===== src/osd_pkg.sv =====
// Constants, types and step table for the orientation status and debounce block
package osd_pkg;

  localparam int DATA_W = 8;
  localparam int ADDR_W = 8;
  localparam int CNT_W  = 10;
  localparam int INC_W  = 9;

  // Register addresses
  localparam logic [ADDR_W-1:0] ADDR_STATUS   = 8'h10;
  localparam logic [ADDR_W-1:0] ADDR_CONFIG   = 8'h11;
  localparam logic [ADDR_W-1:0] ADDR_DEBOUNCE = 8'h12;

  // Status fields
  localparam int ST_FLAG_BIT  = 7;
  localparam int ST_ZTILT_BIT = 6;
  localparam int ST_QUAD_MSB  = 2;
  localparam int ST_QUAD_LSB  = 1;
  localparam int ST_FACE_BIT  = 0;

  // Config fields
  localparam int CFG_MODE_BIT = 7;
  localparam int CFG_EN_BIT   = 6;

  // Reset values
  localparam logic [DATA_W-1:0] STATUS_RST   = 8'h00;
  localparam logic [DATA_W-1:0] CONFIG_RST   = 8'h80;
  localparam logic [DATA_W-1:0] DEBOUNCE_RST = 8'h00;
  localparam logic [DATA_W-1:0] UNMAPPED_VAL = 8'h00;

  typedef enum logic [1:0] {
    QUAD_PORTRAIT_UP   = 2'b00,
    QUAD_PORTRAIT_DOWN = 2'b01,
    QUAD_LANDSCAPE_R   = 2'b10,
    QUAD_LANDSCAPE_L   = 2'b11
  } osd_quad_t;

  typedef enum logic [2:0] {
    ODR_800  = 3'b000,
    ODR_400  = 3'b001,
    ODR_200  = 3'b010,
    ODR_100  = 3'b011,
    ODR_50   = 3'b100,
    ODR_12P5 = 3'b101,
    ODR_6P25 = 3'b110,
    ODR_1P56 = 3'b111
  } osd_odr_t;

  typedef enum logic [1:0] {
    PM_NORMAL              = 2'b00,
    PM_LOW_POWER_LOW_NOISE = 2'b01,
    PM_HIGH_RES            = 2'b10,
    PM_LOW_POWER           = 2'b11
  } osd_pmode_t;

  // Sample period per rate code, in microseconds
  localparam int ODR_PERIOD_US [8] = '{1250, 2500, 5000, 10000, 20000, 80000, 160000, 640000};

  // Debounce step per rate code and power mode, in microseconds
  localparam int STEP_NORMAL_US [8] = '{1250, 2500, 5000, 10000, 20000, 20000, 20000, 20000};
  localparam int STEP_LNOISE_US [8] = '{1250, 2500, 5000, 10000, 20000, 80000, 80000, 80000};
  localparam int STEP_HIRES_US  [8] = '{1250, 2500, 2500, 2500, 2500, 2500, 2500, 2500};
  localparam int STEP_LOWPWR_US [8] = '{1250, 2500, 5000, 10000, 20000, 80000, 160000, 160000};

  // Debounce steps that elapse in one sample
  function automatic logic [INC_W-1:0] osd_step_incr(input logic [2:0] odr,
                                                     input logic [1:0] pm);
    int step_us;
    step_us = STEP_NORMAL_US[odr];
    case (pm)
      PM_LOW_POWER_LOW_NOISE: step_us = STEP_LNOISE_US[odr];
      PM_HIGH_RES:            step_us = STEP_HIRES_US[odr];
      PM_LOW_POWER:           step_us = STEP_LOWPWR_US[odr];
      default:                step_us = STEP_NORMAL_US[odr];
    endcase
    return INC_W'(ODR_PERIOD_US[odr] / step_us);
  endfunction

endpackage


===== src/osd_debounce.sv =====
// Debounce step counter for orientation changes
`timescale 1ns/10ps
`default_nettype none
module osd_debounce (
  // Clock and reset
  input  wire logic                        i_clk_sys,
  input  wire logic                        i_reset,
  input  wire logic                        i_clk_en,
  // Control
  input  wire logic                        i_restart,
  input  wire logic                        i_sample,
  input  wire logic                        i_valid,
  input  wire logic                        i_clear_mode,
  input  wire logic [osd_pkg::INC_W-1:0]   i_inc,
  input  wire logic [osd_pkg::DATA_W-1:0]  i_target,
  // Result
  output logic                             o_reached,
  output logic      [osd_pkg::CNT_W-1:0]   o_count
);
  import osd_pkg::*;

  logic [CNT_W-1:0] cnt_q;
  logic [CNT_W-1:0] cnt_d;
  logic [CNT_W-1:0] sum_w;
  logic [CNT_W-1:0] inc_w;
  logic [CNT_W-1:0] dec_w;

  assign inc_w = CNT_W'(i_inc);
  assign sum_w = cnt_q + inc_w;
  assign dec_w = (cnt_q > inc_w) ? (cnt_q - inc_w) : '0;
  assign o_reached = i_sample & i_valid & (sum_w >= CNT_W'(i_target));

  assign cnt_d = i_restart ? '0 :
                 !i_sample ? cnt_q :
                 i_valid   ? (o_reached ? '0 : sum_w) :
                 i_clear_mode ? '0 : dec_w;

  always_ff @(posedge i_clk_sys) begin
    if (i_reset) begin
      cnt_q <= '0;
    end else if (i_clk_en) begin
      cnt_q <= cnt_d;
    end
  end

  assign o_count = cnt_q;

endmodule
`default_nettype wire


===== src/osd_orient_status.sv =====
// Orientation status, configuration and debounce registers
`timescale 1ns/10ps
`default_nettype none
// Function
// - Change flag bit 7 sets on first detection after activation and result changes.
// - A status register read clears the change flag and its interrupt, except when an update sets it in the same cycle.
// - Orientation fields keep following results while the flag is still set.
// - Result frozen while any axis magnitude exceeds 1.25 g.
// - Quadrant bits 2:1: portrait up 00, down 01, landscape right 10, left 11.
// - Face bit 0 reads 0 for front, 1 for back.
// - Bit 6 reads 1 once Z-tilt lockout tripped, else 0.
// - After power-up fields read front, portrait up and no lockout until a detection.
// - Mode 0 decrements counter when condition invalid; mode 1, reset value, clears.
// - Detection runs only while enable bit 6 is 1; resets to 0.
// - 8-bit count sets debounce steps a new orientation must persist.
// - Minimum latency is count times a rate-derived time step.
// - Rate change or active/standby transition resets debounce counters.
// - Normal mode step 1.25 ms at 800 Hz, doubling, 20 ms at 50 Hz and below.
module osd_orient_status (
  // Clock, reset, enable
  input  wire logic                        i_clk_sys,
  input  wire logic                        i_reset,
  input  wire logic                        i_clk_en,
  // Register port
  input  wire logic [osd_pkg::ADDR_W-1:0]  i_reg_addr,
  input  wire logic                        i_reg_wr,
  input  wire logic                        i_reg_rd,
  input  wire logic [osd_pkg::DATA_W-1:0]  i_reg_wdata,
  output logic      [osd_pkg::DATA_W-1:0]  o_reg_rdata,
  // Sensor state
  input  wire logic                        i_active,
  input  wire logic [2:0]                  i_odr,
  input  wire logic [1:0]                  i_power_mode,
  input  wire logic                        i_sample,
  input  wire logic                        i_over_range,
  // Raw orientation results
  input  wire logic [1:0]                  i_raw_quadrant,
  input  wire logic                        i_raw_face_side,
  input  wire logic                        i_raw_z_tilt,
  // Event
  output logic                             o_orient_event
);
  import osd_pkg::*;

  function automatic logic osd_hit(input logic [ADDR_W-1:0] addr,
                                   input logic [ADDR_W-1:0] target);
    return addr == target;
  endfunction

  logic              flag_q;
  logic              flag_d;
  logic              ztilt_q;
  osd_quad_t         quad_q;
  logic              face_q;
  logic              mode_q;
  logic              en_q;
  logic [DATA_W-1:0] dbnce_q;
  logic [2:0]        odr_q;
  logic              active_q;
  logic              first_q;
  logic [DATA_W-1:0] rdata_q;
  logic [3:0]        cand_w;
  logic [3:0]        rep_w;
  logic              restart_w;
  logic              go_w;
  logic              valid_w;
  logic              update_w;
  logic              rd_status_w;
  logic              wr_config_w;
  logic              wr_dbnce_w;
  logic [DATA_W-1:0] status_w;
  logic [DATA_W-1:0] config_w;
  logic [DATA_W-1:0] rd_mux_w;
  logic [INC_W-1:0]  inc_w;
  logic [CNT_W-1:0]  count_w;

  // Register decode
  assign rd_status_w = i_reg_rd & osd_hit(i_reg_addr, ADDR_STATUS);
  assign wr_config_w = i_reg_wr & osd_hit(i_reg_addr, ADDR_CONFIG);
  assign wr_dbnce_w  = i_reg_wr & osd_hit(i_reg_addr, ADDR_DEBOUNCE);

  always_comb begin
    status_w = STATUS_RST;
    status_w[ST_FLAG_BIT] = flag_q;
    status_w[ST_ZTILT_BIT] = ztilt_q;
    status_w[ST_QUAD_MSB:ST_QUAD_LSB] = quad_q;
    status_w[ST_FACE_BIT] = face_q;
    config_w = UNMAPPED_VAL;
    config_w[CFG_MODE_BIT] = mode_q;
    config_w[CFG_EN_BIT] = en_q;
  end

  assign rd_mux_w = osd_hit(i_reg_addr, ADDR_STATUS)   ? status_w :
                    osd_hit(i_reg_addr, ADDR_CONFIG)   ? config_w :
                    osd_hit(i_reg_addr, ADDR_DEBOUNCE) ? dbnce_q  : UNMAPPED_VAL;

  // Candidate versus reported result
  assign cand_w = {i_raw_z_tilt, i_raw_quadrant, i_raw_face_side};
  assign rep_w  = {ztilt_q, quad_q, face_q};
  // Restart on rate change or active/standby transition
  assign restart_w = (i_odr != odr_q) | (i_active != active_q);
  assign go_w = i_sample & i_active & en_q & ~i_over_range & ~restart_w;
  assign valid_w = first_q | (cand_w != rep_w);
  assign inc_w = osd_step_incr(i_odr, i_power_mode);

  osd_debounce u_debounce (
    .i_clk_sys    (i_clk_sys),
    .i_reset      (i_reset),
    .i_clk_en     (i_clk_en),
    .i_restart    (restart_w),
    .i_sample     (go_w),
    .i_valid      (valid_w),
    .i_clear_mode (mode_q),
    .i_inc        (inc_w),
    .i_target     (dbnce_q),
    .o_reached    (update_w),
    .o_count      (count_w)
  );

  assign flag_d = update_w ? 1'b1 : (rd_status_w ? 1'b0 : flag_q);

  // Registers and status
  always_ff @(posedge i_clk_sys) begin
    if (i_reset) begin
      flag_q   <= STATUS_RST[ST_FLAG_BIT];
      ztilt_q  <= STATUS_RST[ST_ZTILT_BIT];
      quad_q   <= QUAD_PORTRAIT_UP;
      face_q   <= STATUS_RST[ST_FACE_BIT];
      mode_q   <= CONFIG_RST[CFG_MODE_BIT];
      en_q     <= CONFIG_RST[CFG_EN_BIT];
      dbnce_q  <= DEBOUNCE_RST;
      odr_q    <= ODR_800;
      active_q <= 1'b0;
      first_q  <= 1'b0;
      rdata_q  <= UNMAPPED_VAL;
    end else if (i_clk_en) begin
      flag_q   <= flag_d;
      odr_q    <= i_odr;
      active_q <= i_active;
      if (i_active & ~active_q) begin
        first_q <= 1'b1;
      end else if (update_w) begin
        first_q <= 1'b0;
      end
      if (update_w) begin
        ztilt_q <= i_raw_z_tilt;
        quad_q  <= osd_quad_t'(i_raw_quadrant);
        face_q  <= i_raw_face_side;
      end
      if (wr_config_w) begin
        mode_q <= i_reg_wdata[CFG_MODE_BIT];
        en_q   <= i_reg_wdata[CFG_EN_BIT];
      end
      if (wr_dbnce_w) begin
        dbnce_q <= i_reg_wdata;
      end
      if (i_reg_rd) begin
        rdata_q <= rd_mux_w;
      end
    end
  end

  assign o_reg_rdata    = rdata_q;
  assign o_orient_event = flag_q;
endmodule
`default_nettype wire


===== config.mk =====
export PLATFORM = sky130hd
export DESIGN_NAME = osd_orient_status
export DESIGN_NICKNAME = d
export VERILOG_FILES = /design/src/osd_pkg.sv /design/src/osd_debounce.sv /design/src/osd_orient_status.sv
export SDC_FILE = /design/constraint.sdc
export NUM_CORES = 1
export LEC_CHECK = 0
export BUFFER_PORTS_ARGS = -buffer_cell sky130_fd_sc_hd__buf_2
export CORE_ASPECT_RATIO = 1.75
export CORE_UTILIZATION = 30
export DETAILED_ROUTE_END_ITERATION = 8
export PLACE_DENSITY = 0.51
export SLEW_MARGIN = 25
export SYNTH_ARGS = -nofsm -noshare
export SYNTH_HDL_FRONTEND = slang
export SYNTH_SLANG_ARGS = --single-unit

===== constraint.sdc =====
create_clock -name i_clk_sys -period 124.9 [get_ports i_clk_sys]
set_clock_uncertainty 0.1 [all_clocks]
set_input_delay 31.225 -clock i_clk_sys [delete_from_list [all_inputs] [get_ports i_clk_sys]]
set_output_delay 31.225 -clock i_clk_sys [all_outputs]
set_load 0.02 [all_outputs]

# After elaboration in Yosys (flattened, before gate mapping)
# Memory sizes are Yosys's and may differ from the RTL's.
# Cells that the tools add are included.
[word_totals] reg_bits=38 latch_bits=0 mem_bits_rw=0 mem_bits_ro=1280 inputBits=33 memories=5
[classes] add_sub_neg=2 mul=0 n_div=1 n_lt_le_gt_ge=3 n_eq_ne=9 shifts=0 n_mux=24 n_bitwise=16 n_reduce_logical=10
[memory_table] name="(name not given)" words=8 word_bits=32 rd=1 rd_ports_with_merged_regs=0 write_ports=0 line="osd_pkg.sv:76" text="return INC_W'(ODR_PERIOD_US[odr] / step_us);"
[memory_table] name="(name not given)" words=8 word_bits=32 rd=1 rd_ports_with_merged_regs=0 write_ports=0 line="osd_pkg.sv:74" text="default: step_us = STEP_NORMAL_US[odr];"
[memory_table] name="(name not given)" words=8 word_bits=32 rd=1 rd_ports_with_merged_regs=0 write_ports=0 line="osd_pkg.sv:73" text="PM_LOW_POWER: step_us = STEP_LOWPWR_US[odr];"
[memory_table] name="(name not given)" words=8 word_bits=32 rd=1 rd_ports_with_merged_regs=0 write_ports=0 line="osd_pkg.sv:72" text="PM_HIGH_RES: step_us = STEP_HIRES_US[odr];"
[memory_table] name="(name not given)" words=8 word_bits=32 rd=1 rd_ports_with_merged_regs=0 write_ports=0 line="osd_pkg.sv:71" text="PM_LOW_POWER_LOW_NOISE: step_us = STEP_LNOISE_US[odr];"
[op_table] op="$mux W32" count=10
[op_table] op="$pmux W32 S3" count=1
[op_table] op="$mux W10" count=6
[op_table] op="$div A32 B32 Y32" count=1
[op_table] op="$eq A8 B5 Y1 const B" count=3
[op_table] op="$mux W8" count=3
[op_table] op="$reduce_and A2 Y1" count=7
[op_table] op="$add A10 B9 Y10" count=1
[op_table] op="$and A1 B1 Y1" count=10
[op_table] op="$ge A10 B8 Y1" count=1
[op_table] op="$gt A10 B9 Y1" count=1
[op_table] op="$sub A10 B9 Y10" count=1
[op_table] op="$reduce_bool A2 Y1" count=3
[op_table] op="$eq A2 B2 Y1 const B" count=2
[op_table] op="$ge A4 B4 Y1 const B" count=1
[op_table] op="$mux W1" count=4
[op_table] op="$ne A4 B4 Y1" count=1
[op_table] op="$not A3 Y4" count=1
[op_table] op="$ne A3 B3 Y1" count=1
[op_table] op="$not A1 Y1" count=3
[op_table] op="$eq A2 B1 Y1 const B" count=1
[op_table] op="$or A1 B1 Y1" count=2
[op_table] op="$ne A1 B1 Y1" count=1

# Depth between registers and ports, before layout
# Gate-level depths: netlist of the first run.
[logic_depth] ltp_word=13 ltp_mapped=450 ltp_nobuf=410

# Modules after synthesis
# Synthesis of the first run repeated with hierarchy kept, for this count alone.
[unflattened] hier_cells=3405 hier_area_um2=23984.3
[modules_own_cells] mod="osd_orient_status" n_inst=1 cells_each=3203 area_each_um2=22432.8 seq_area_each_um2=560.5
[modules_own_cells] mod="osd_debounce" n_inst=1 cells_each=202 area_each_um2=1551.5 seq_area_each_um2=200.2

# Worst setup path after synthesis of the first run
# Ideal clock, no wire load.
[synth_timing] kind="input port to flip-flop" from="in i_odr[1]" to="reg quad_q[1]" setup_time_ps=127 arrival_time_ps=115201 setup_slack_ps=9472 path_stages=436 path_buffers=46 cell_sequence="buf_2 > buf_1 > inv_1 > ha_1 > nor2b_1 > o21ai_0 > ha_1 > o211ai_1 > nand2_1 > a221oi_1 > or3_1 > nor2_1 > ha_1 > a21oi_1 > a21boi_1 > or3_1 > or4_4 > a21oi_1 > [... 400 more ...] > a211o_1 > nand4_1 > ha_1 > fa_1 > a21oi_1 > nor2_1 > nor2_1 > o21bai_1 > a21oi_1 > xnor2_1 > ha_1 > nor2b_1 > o21ai_0 > a31oi_1 > and2_1 > clkbuf_1 > mux2i_1 > nor2_1"
[synth_between] elab_chain_cells=10 elab_cells_between_ends=27
[synth_lines] item="start, declared" line="osd_orient_status.sv:32" text="input wire logic [2:0] i_odr,"
[synth_lines] item="$not A3 Y4 (not written as such)"
[synth_lines] item="$mem_v2 Z8 W32, on equally long branches"
[synth_lines] item="$mux W32, on equally long branches (2 in series)"
[synth_lines] item="$pmux W32 S3" line="osd_pkg.sv:70" text="case (pm)"
[synth_lines] item="$div A32 B32 Y32" line="osd_pkg.sv:76"
[synth_lines] item="$add A10 B9 Y10" line="osd_debounce.sv:29" text="assign sum_w = cnt_q + inc_w;"
[synth_lines] item="$ge A10 B8 Y1" line="osd_debounce.sv:31" text="assign o_reached = i_sample & i_valid & (sum_w >= CNT_W'(i_target));"
[synth_lines] item="$and A1 B1 Y1 *" line="osd_debounce.sv:31"
[synth_lines] item="$reduce_and A2 Y1 (no line) *"
[synth_lines] item="end signal, assigned" line="osd_orient_status.sv:147" text="quad_q <= osd_quad_t'(i_raw_quadrant);"
[synth_lines] item="end, declared" line="osd_orient_status.sv:53" text="osd_quad_t quad_q;"
# Mark *: on every way between the ends. The rest lies on a longest branch, timed or not. The select of a mux whose other input is x is not followed.
# A chain may end at the register's enable or synchronous reset.

# Worst setup path after layout of the first run
# Same ends and word-level chain as after synthesis.

==> impl_metrics.env, run 1 <==
export IMPL_status="finished, final reports clean"
export IMPL_cts_inserted_buffers=5
export IMPL_cp_common_cell="o21a_1"
export IMPL_slowest_stage="or4_1"
export IMPL_worst_pin_slew_ps=973
export IMPL_regArea_um2=761
export IMPL_clk_pin_slew_ps=60
export IMPL_grt_max_degree=39
export IMPL_crit_path_max_incr_delay_ps=560
export IMPL_yosys_warnings=0
export IMPL_multi_input_area_um2=22600
export IMPL_synth_simple_area_share_pct=26.3
export IMPL_drtPass1Iterations=5
export IMPL_drt_vias_per_instance=5.76
export IMPL_synthFlopType="dfxtp_1"
export IMPL_overflow=0
export IMPL_ios=42
export IMPL_synth_top_area_share_pct=20.0
export IMPL_grt_usage_pct=19.3
export IMPL_io_buffer_count=41
export IMPL_ys_seq_area_share_pct=3.16
export IMPL_r2r_start="u_debounce.o_count[1]$_SDFFE_PP0P_"
export IMPL_yosys_top_cells_count="ha_1 (385), nor2_1 (331), nand2_1 (282)"
export IMPL_synth_cells=3374
export IMPL_h_tree_depth=2
export IMPL_drive_gt1_share_pct=9.31
export IMPL_fp_coreArea_um2=79700
export IMPL_fill_cells=8802
export IMPL_grt_pass1_wl_um=129000
export IMPL_synth_seq_cells=38
export IMPL_cts_root_buf="clkbuf_16"
export IMPL_vias=25500
export IMPL_die_w_um=216
export IMPL_setup_worst_path_end_class="register"
export IMPL_worst_r2r_cell_count=15
export IMPL_netlist_top_cells_area="ha_1 (20%), a21oi_1 (5.3%), nor2_1 (5.2%)"
export IMPL_dpl_hpwl_um=66600
export IMPL_cts_tree="done"
export IMPL_post_route_drc_count=0
export IMPL_hold_viol=0
export IMPL_die_height_um=377
export IMPL_wire_per_inst_um=18.3
export IMPL_ff2ff_setup_slack_ps=121120
export IMPL_setup_viol_count_final=0
export IMPL_muxShareOfSynthArea_pct=5.00
export IMPL_clkLatencyLatePin_ps=290
export IMPL_slew_violations=0
export IMPL_hold_end="u_debounce.o_count[0]$_SDFFE_PP0P_"
export IMPL_synth_enable_flop_cells=0
export IMPL_place_gp_congestion=0.884
export IMPL_syn2layout_area_growth_pct=7.06
export IMPL_die_area_um2=81600
export IMPL_path_class="in -> reg"
export IMPL_synth_top_family_by_area="compound AO/OA/AOI/OAI gates"
export IMPL_synth_most_common_cell="ha_1"
export IMPL_finish_net_count=3801
export IMPL_rr_endpoint="quad_q[1]$_SDFFE_PP0P_"
export IMPL_cp_max_fo=28
export IMPL_antenna_found_initial=0
export IMPL_timing_final_crit_share_pct=94.6
export IMPL_cts_sinks=38
export IMPL_drtIter0Drc=1128
export IMPL_fin_crit_ps=118220
export IMPL_worst_slack_ps=6680
export IMPL_start_util_pct=30.2
export IMPL_rows=137
export IMPL_async_reset_ff_share_pct=0
export IMPL_clockBufferDepth=2
export IMPL_hold_depth=2
export IMPL_synth_avg_cell_area_um2=7.15
export IMPL_drt_total_wl_um=81100
export IMPL_cap_violations=0
export IMPL_synth_top_cell_by_area="ha_1"
export IMPL_required_ps=124950
export IMPL_antenna_cells=0
export IMPL_hold_class="reg -> reg"
export IMPL_maxSlewHeadroom_pct=34.7
export IMPL_synth_cell_types=138
export IMPL_synth_adder_area_share_pct=20.3
export IMPL_synth_xor_area_share_pct=7.84
export IMPL_fmax_mhz=8.46
export IMPL_hold_start="u_debounce.o_count[0]$_SDFFE_PP0P_"
export IMPL_syn_cell_area_um2=24100
export IMPL_grt_pass1_vias=25600
export IMPL_startpoint_type="primary input"
export IMPL_post_place_ws_ps=3240
export IMPL_arrival_ps=118260
export IMPL_ant_nets=0
export IMPL_synth_compound_area_share_pct=33.4
timing repair:
action                                  CTS  global route
setup buffers                             0             5
hold buffers                              0             0
endpoints found under the setup margin    0            16
gates resized for setup                   0            25
critical path: cells and delay by family:
kind / cells / cell delay (ps)
simple gates: 96 / 19270
buf+inv: 21 / 4620
fa+ha+maj: 29 / 9330
mux: 8 / 2670
compound gates: 247 / 50770
xor+xnor: 1 / 120
through the flow:
step | cells | hold slack [ps] | util [%] | instance area, µm² | TNS (ps)
CTS | 4419 | 388 | 32.2 | 25700 | 0
floorplan | 3386 | 347 | - | 24200 | 0
finish | 4424 | 384 | 32.4 | 25800 | 0
global route | 4424 | 395 | 32.4 | 25800 | -4.02
detailed placement | 4411 | 380 | 32.0 | 25500 | 0
global placement | 4411 | 363 | 32.0 | 25500 | 0
layout make-up:
class,instances,share of cell area [%]
Clock buffer,5,0.485
Clock inverter,3,0.267
Timing Repair Buffer,81,2.02
Inverter,121,1.77
Tap cell,1042,5.05
Sequential cell,38,2.95
Multi-Input combinational cell,3134,87.5
flip-flops by register name, summed over array words and instances, names as in the netlist, 2 cells and up:
signal	cells
dbnce_q	8
o_reg_rdata	8
odr_q	3
quad_q	2
u_debounce.o_count	10
routing by layer:
layer / part of all wire, % / global-route usage (%)
met1: 37 / 18.6
met2: 56 / 40.7
met3: 2.0 / 0.709
met4: 5.0 / 9.08
met5: 0 / 0
worst max path at each step:
stage | to | startpoint | cells past startpoint | slack (ps)
after floorplan | quad_q[1]$_SDFFE_PP0P_ | i_odr[1] | 436 | 9470
after global placement | u_debounce.o_count[2]$_SDFFE_PP0P_ | i_odr[0] | 400 | 4440
after detailed placement | u_debounce.o_count[2]$_SDFFE_PP0P_ | i_odr[0] | 395 | 3240
after CTS | u_debounce.o_count[2]$_SDFFE_PP0P_ | i_odr[0] | 397 | 3380
after global routing | face_q$_SDFFE_PP0P_ | i_odr[1] | 404 | -3
final | quad_q[1]$_SDFFE_PP0P_ | i_odr[1] | 402 | 6680
cells by family after synthesis:
logic type / count (synthesis)
AOI/OAI and AO/OA: 1140
xor gates and xnor gates: 215
adders and majority gates: 390
buffers and inverters: 214
DFF: 38
muxes: 111
other: 1
and+or+nand+nor: 1265
placed cells by master, fill, tap and decap left out, types with 24 or more instances in the layout:
cell type / count
a211oi_1: 35
a21o_1: 84
a21oi_1: 252
a31oi_1: 30
and2_1: 33
and3_1: 34
buf_2: 40
buf_4: 39
dfxtp_1: 38
ha_1: 385
inv_1: 114
mux2_2: 68
mux2i_1: 40
nand2_1: 281
nand2b_1: 49
nand3_1: 83
nand4_1: 39
nor2_1: 327
nor2b_1: 32
nor3_1: 173
nor4_1: 24
o211ai_1: 32
o21a_1: 154
o21ai_0: 156
o31ai_1: 107
or2_2: 40
or3_1: 34
xnor2_1: 141
xor2_1: 73
Power of run 1 is not shown: default switching activity piles up to over one toggle a cycle in this logic, so the estimate is an artifact.
==> run 2, diff against run 1 <==
--- a/config.mk
+++ b/config.mk
@@ -8,6 +8,7 @@
 export BUFFER_PORTS_ARGS = -buffer_cell sky130_fd_sc_hd__buf_2
 export CORE_ASPECT_RATIO = 1.75
 export CORE_UTILIZATION = 30
+export CTS_BUF_LIST = sky130_fd_sc_hd__clkbuf_2 sky130_fd_sc_hd__clkbuf_4 sky130_fd_sc_hd__clkbuf_8
 export DETAILED_ROUTE_END_ITERATION = 8
 export PLACE_DENSITY = 0.51
 export SLEW_MARGIN = 25
==> constraint.sdc (replaced) <==
create_clock -name i_clk_sys -period 115.4 [get_ports i_clk_sys]
set_clock_uncertainty 0.1 [all_clocks]
set_input_delay 28.85 -clock i_clk_sys [delete_from_list [all_inputs] [get_ports i_clk_sys]]
set_output_delay 28.85 -clock i_clk_sys [all_outputs]
set_load 0.02 [all_outputs]
==> impl_metrics.env, run 2 (synthesis gave the netlist of run 1 again) <==
export IMPL_setup_viol_count_final=0
export IMPL_cts_sinks=38
export IMPL_place_gp_congestion=0.885
export IMPL_setup_worst_path_end_class="register"
export IMPL_die_w_um=216
export IMPL_die_area_um2=81600
export IMPL_clk_pin_slew_ps=70
export IMPL_grt_usage_pct=19.9
export IMPL_multi_input_area_um2=22800
export IMPL_start_util_pct=30.2
export IMPL_clockBufferDepth=2
export IMPL_fp_coreArea_um2=79700
export IMPL_ant_nets=0
export IMPL_worst_r2r_cell_count=15
export IMPL_fill_cells=8754
export IMPL_cts_inserted_buffers=5
export IMPL_drtIter0Drc=1042
export IMPL_fin_crit_ps=109460
export IMPL_post_route_drc_count=0
export IMPL_final_common_cell="ha_1"
export IMPL_regArea_um2=761
export IMPL_finish_net_count=3859
export IMPL_cts_root_buf="clkbuf_8"
export IMPL_r2r_start="u_debounce.o_count[1]$_SDFFE_PP0P_"
export IMPL_drtPass1Iterations=7
export IMPL_h_tree_depth=2
export IMPL_timing_final_crit_share_pct=94.9
export IMPL_hold_class="reg -> reg"
export IMPL_antenna_found_initial=0
export IMPL_clkLatencyLatePin_ps=310
export IMPL_worst_pin_slew_ps=948
export IMPL_maxSlewHeadroom_pct=36.3
export IMPL_slew_violations=0
export IMPL_io_buffer_count=41
export IMPL_crit_path_max_incr_delay_ps=630
export IMPL_hold_viol=0
export IMPL_final_cell_mix="ha_1 (382), nor2_1 (324), nand2_1 (281)"
export IMPL_hold_end="first_q$_SDFFE_PP0P_"
export IMPL_grt_pass1_wl_um=133000
export IMPL_antenna_cells=0
export IMPL_cts_hold_buf=0
export IMPL_startpoint_type="primary input"
export IMPL_grt_pass1_vias=25800
export IMPL_arrival_ps=109530
export IMPL_hold_depth=2
export IMPL_status="finished, final reports clean"
export IMPL_crit_path_start="i_odr[1]"
export IMPL_hold_ws_ps=394
export IMPL_dpl_hpwl_um=68400
export IMPL_syn2layout_area_growth_pct=9.77
export IMPL_path_class="in -> reg"
export IMPL_wire_per_inst_um=18.8
export IMPL_ff2ff_setup_slack_ps=111860
export IMPL_required_ps=115470
export IMPL_overflow=0
export IMPL_hold_start="first_q$_SDFFE_PP0P_"
export IMPL_slowest_stage="o32ai_1"
export IMPL_fmax_mhz=9.14
export IMPL_rr_endpoint="quad_q[1]$_SDFFE_PP0P_"
export IMPL_ios=42
export IMPL_cp_max_fo=24
export IMPL_grt_max_degree=39
export IMPL_drt_vias_per_instance=5.76
export IMPL_largest_register_ffs=10
export IMPL_drt_total_wl_um=84400
export IMPL_cp_common_cell="o21a_1"
export IMPL_cap_violations=0
export IMPL_vias=25800
export IMPL_rows=137
export IMPL_drive_gt1_share_pct=11.9
export IMPL_die_height_um=377
export IMPL_cts_tree="done"
==> run 2: cell types whose count changed in the layout (fill, tap and decap cells not counted), moves of 3 or more <==
cell	previous run	this run
buf_4	39	95
a21oi_1	252	243
a21oi_2	3	11
clkbuf_16	5	0
clkbuf_8	0	5
buf_6	0	4
o21ai_1	15	19
a211oi_1	35	32
a211oi_2	5	8
a31oi_1	30	27
clkinvlp_4	0	3
ha_1	385	382
nor2_1	327	324
o21ai_0	156	153
==> run 2: layout make-up <==
| type | instances | area share (%) |
|---|---|---|
| clock buffers | 5 | 0.260 |
| clock inverters | 3 | 0.170 |
| inverters | 121 | 1.78 |
| multi-input cells | 3135 | 86.3 |
| flip-flops and latches | 38 | 2.87 |
| well taps | 1042 | 4.93 |
| repair buffers | 138 | 3.66 |
==> run 2: per-stage QoR <==
step | std cells | TNS, ps | instance area (µm²) | utilization (%) | setup WS, ps
after floorplan | 3386 | 0 | 24200 | - | 2350
after global placement | 4447 | -5070 | 25700 | 32.3 | -519
after detailed placement | 4447 | -12950 | 25700 | 32.3 | -1010
after CTS | 4455 | 0 | 25900 | 32.5 | 143
after global routing | 4482 | -308 | 26500 | 33.2 | -95.6
final | 4482 | 0 | 26500 | 33.2 | 5940
==> run 2: how the worst max path moves through the flow <==
stage	to	depth (start not counted)	slack (ps)
after detailed placement	quad_q[1]$_SDFFE_PP0P_	394	-1010
after global placement	quad_q[1]$_SDFFE_PP0P_	395	-520
after floorplan	quad_q[1]$_SDFFE_PP0P_	436	2350
after CTS	quad_q[1]$_SDFFE_PP0P_	395	140
after global routing	quad_q[1]$_SDFFE_PP0P_	402	-100
final	quad_q[1]$_SDFFE_PP0P_	405	5940
==> run 2: critical path: cells and delay by family <==
| family | cells | cell delay (ps) |
|---|---|---|
| and+or+nand+nor | 97 | 17380 |
| xor gates and xnor gates | 1 | 100 |
| AOI/OAI and AO/OA | 251 | 48800 |
| adders and majority gates | 29 | 9100 |
| muxes | 6 | 1860 |
| buffers and inverters | 21 | 3310 |
==> run 2: repair_timing <==
item / in CTS / in global routing
gates cloned: 0 / 1
endpoints found under the setup margin: 16 / 16
setup buffers: 0 / 26
gates resized for setup: 6 / 88
pin swaps: 0 / 8
==> run 2: layer usage <==
layer  vias up  wire length [µm]  global-route usage (%)
met2       451             47300                    41.9
met4         0              4460                    9.53
met3       216              1320                   0.564
met1     12200             31300                    19.4
met5         -                 0                       0
li1      12900                 -                       -
Power of run 2 is left out for the same reason.
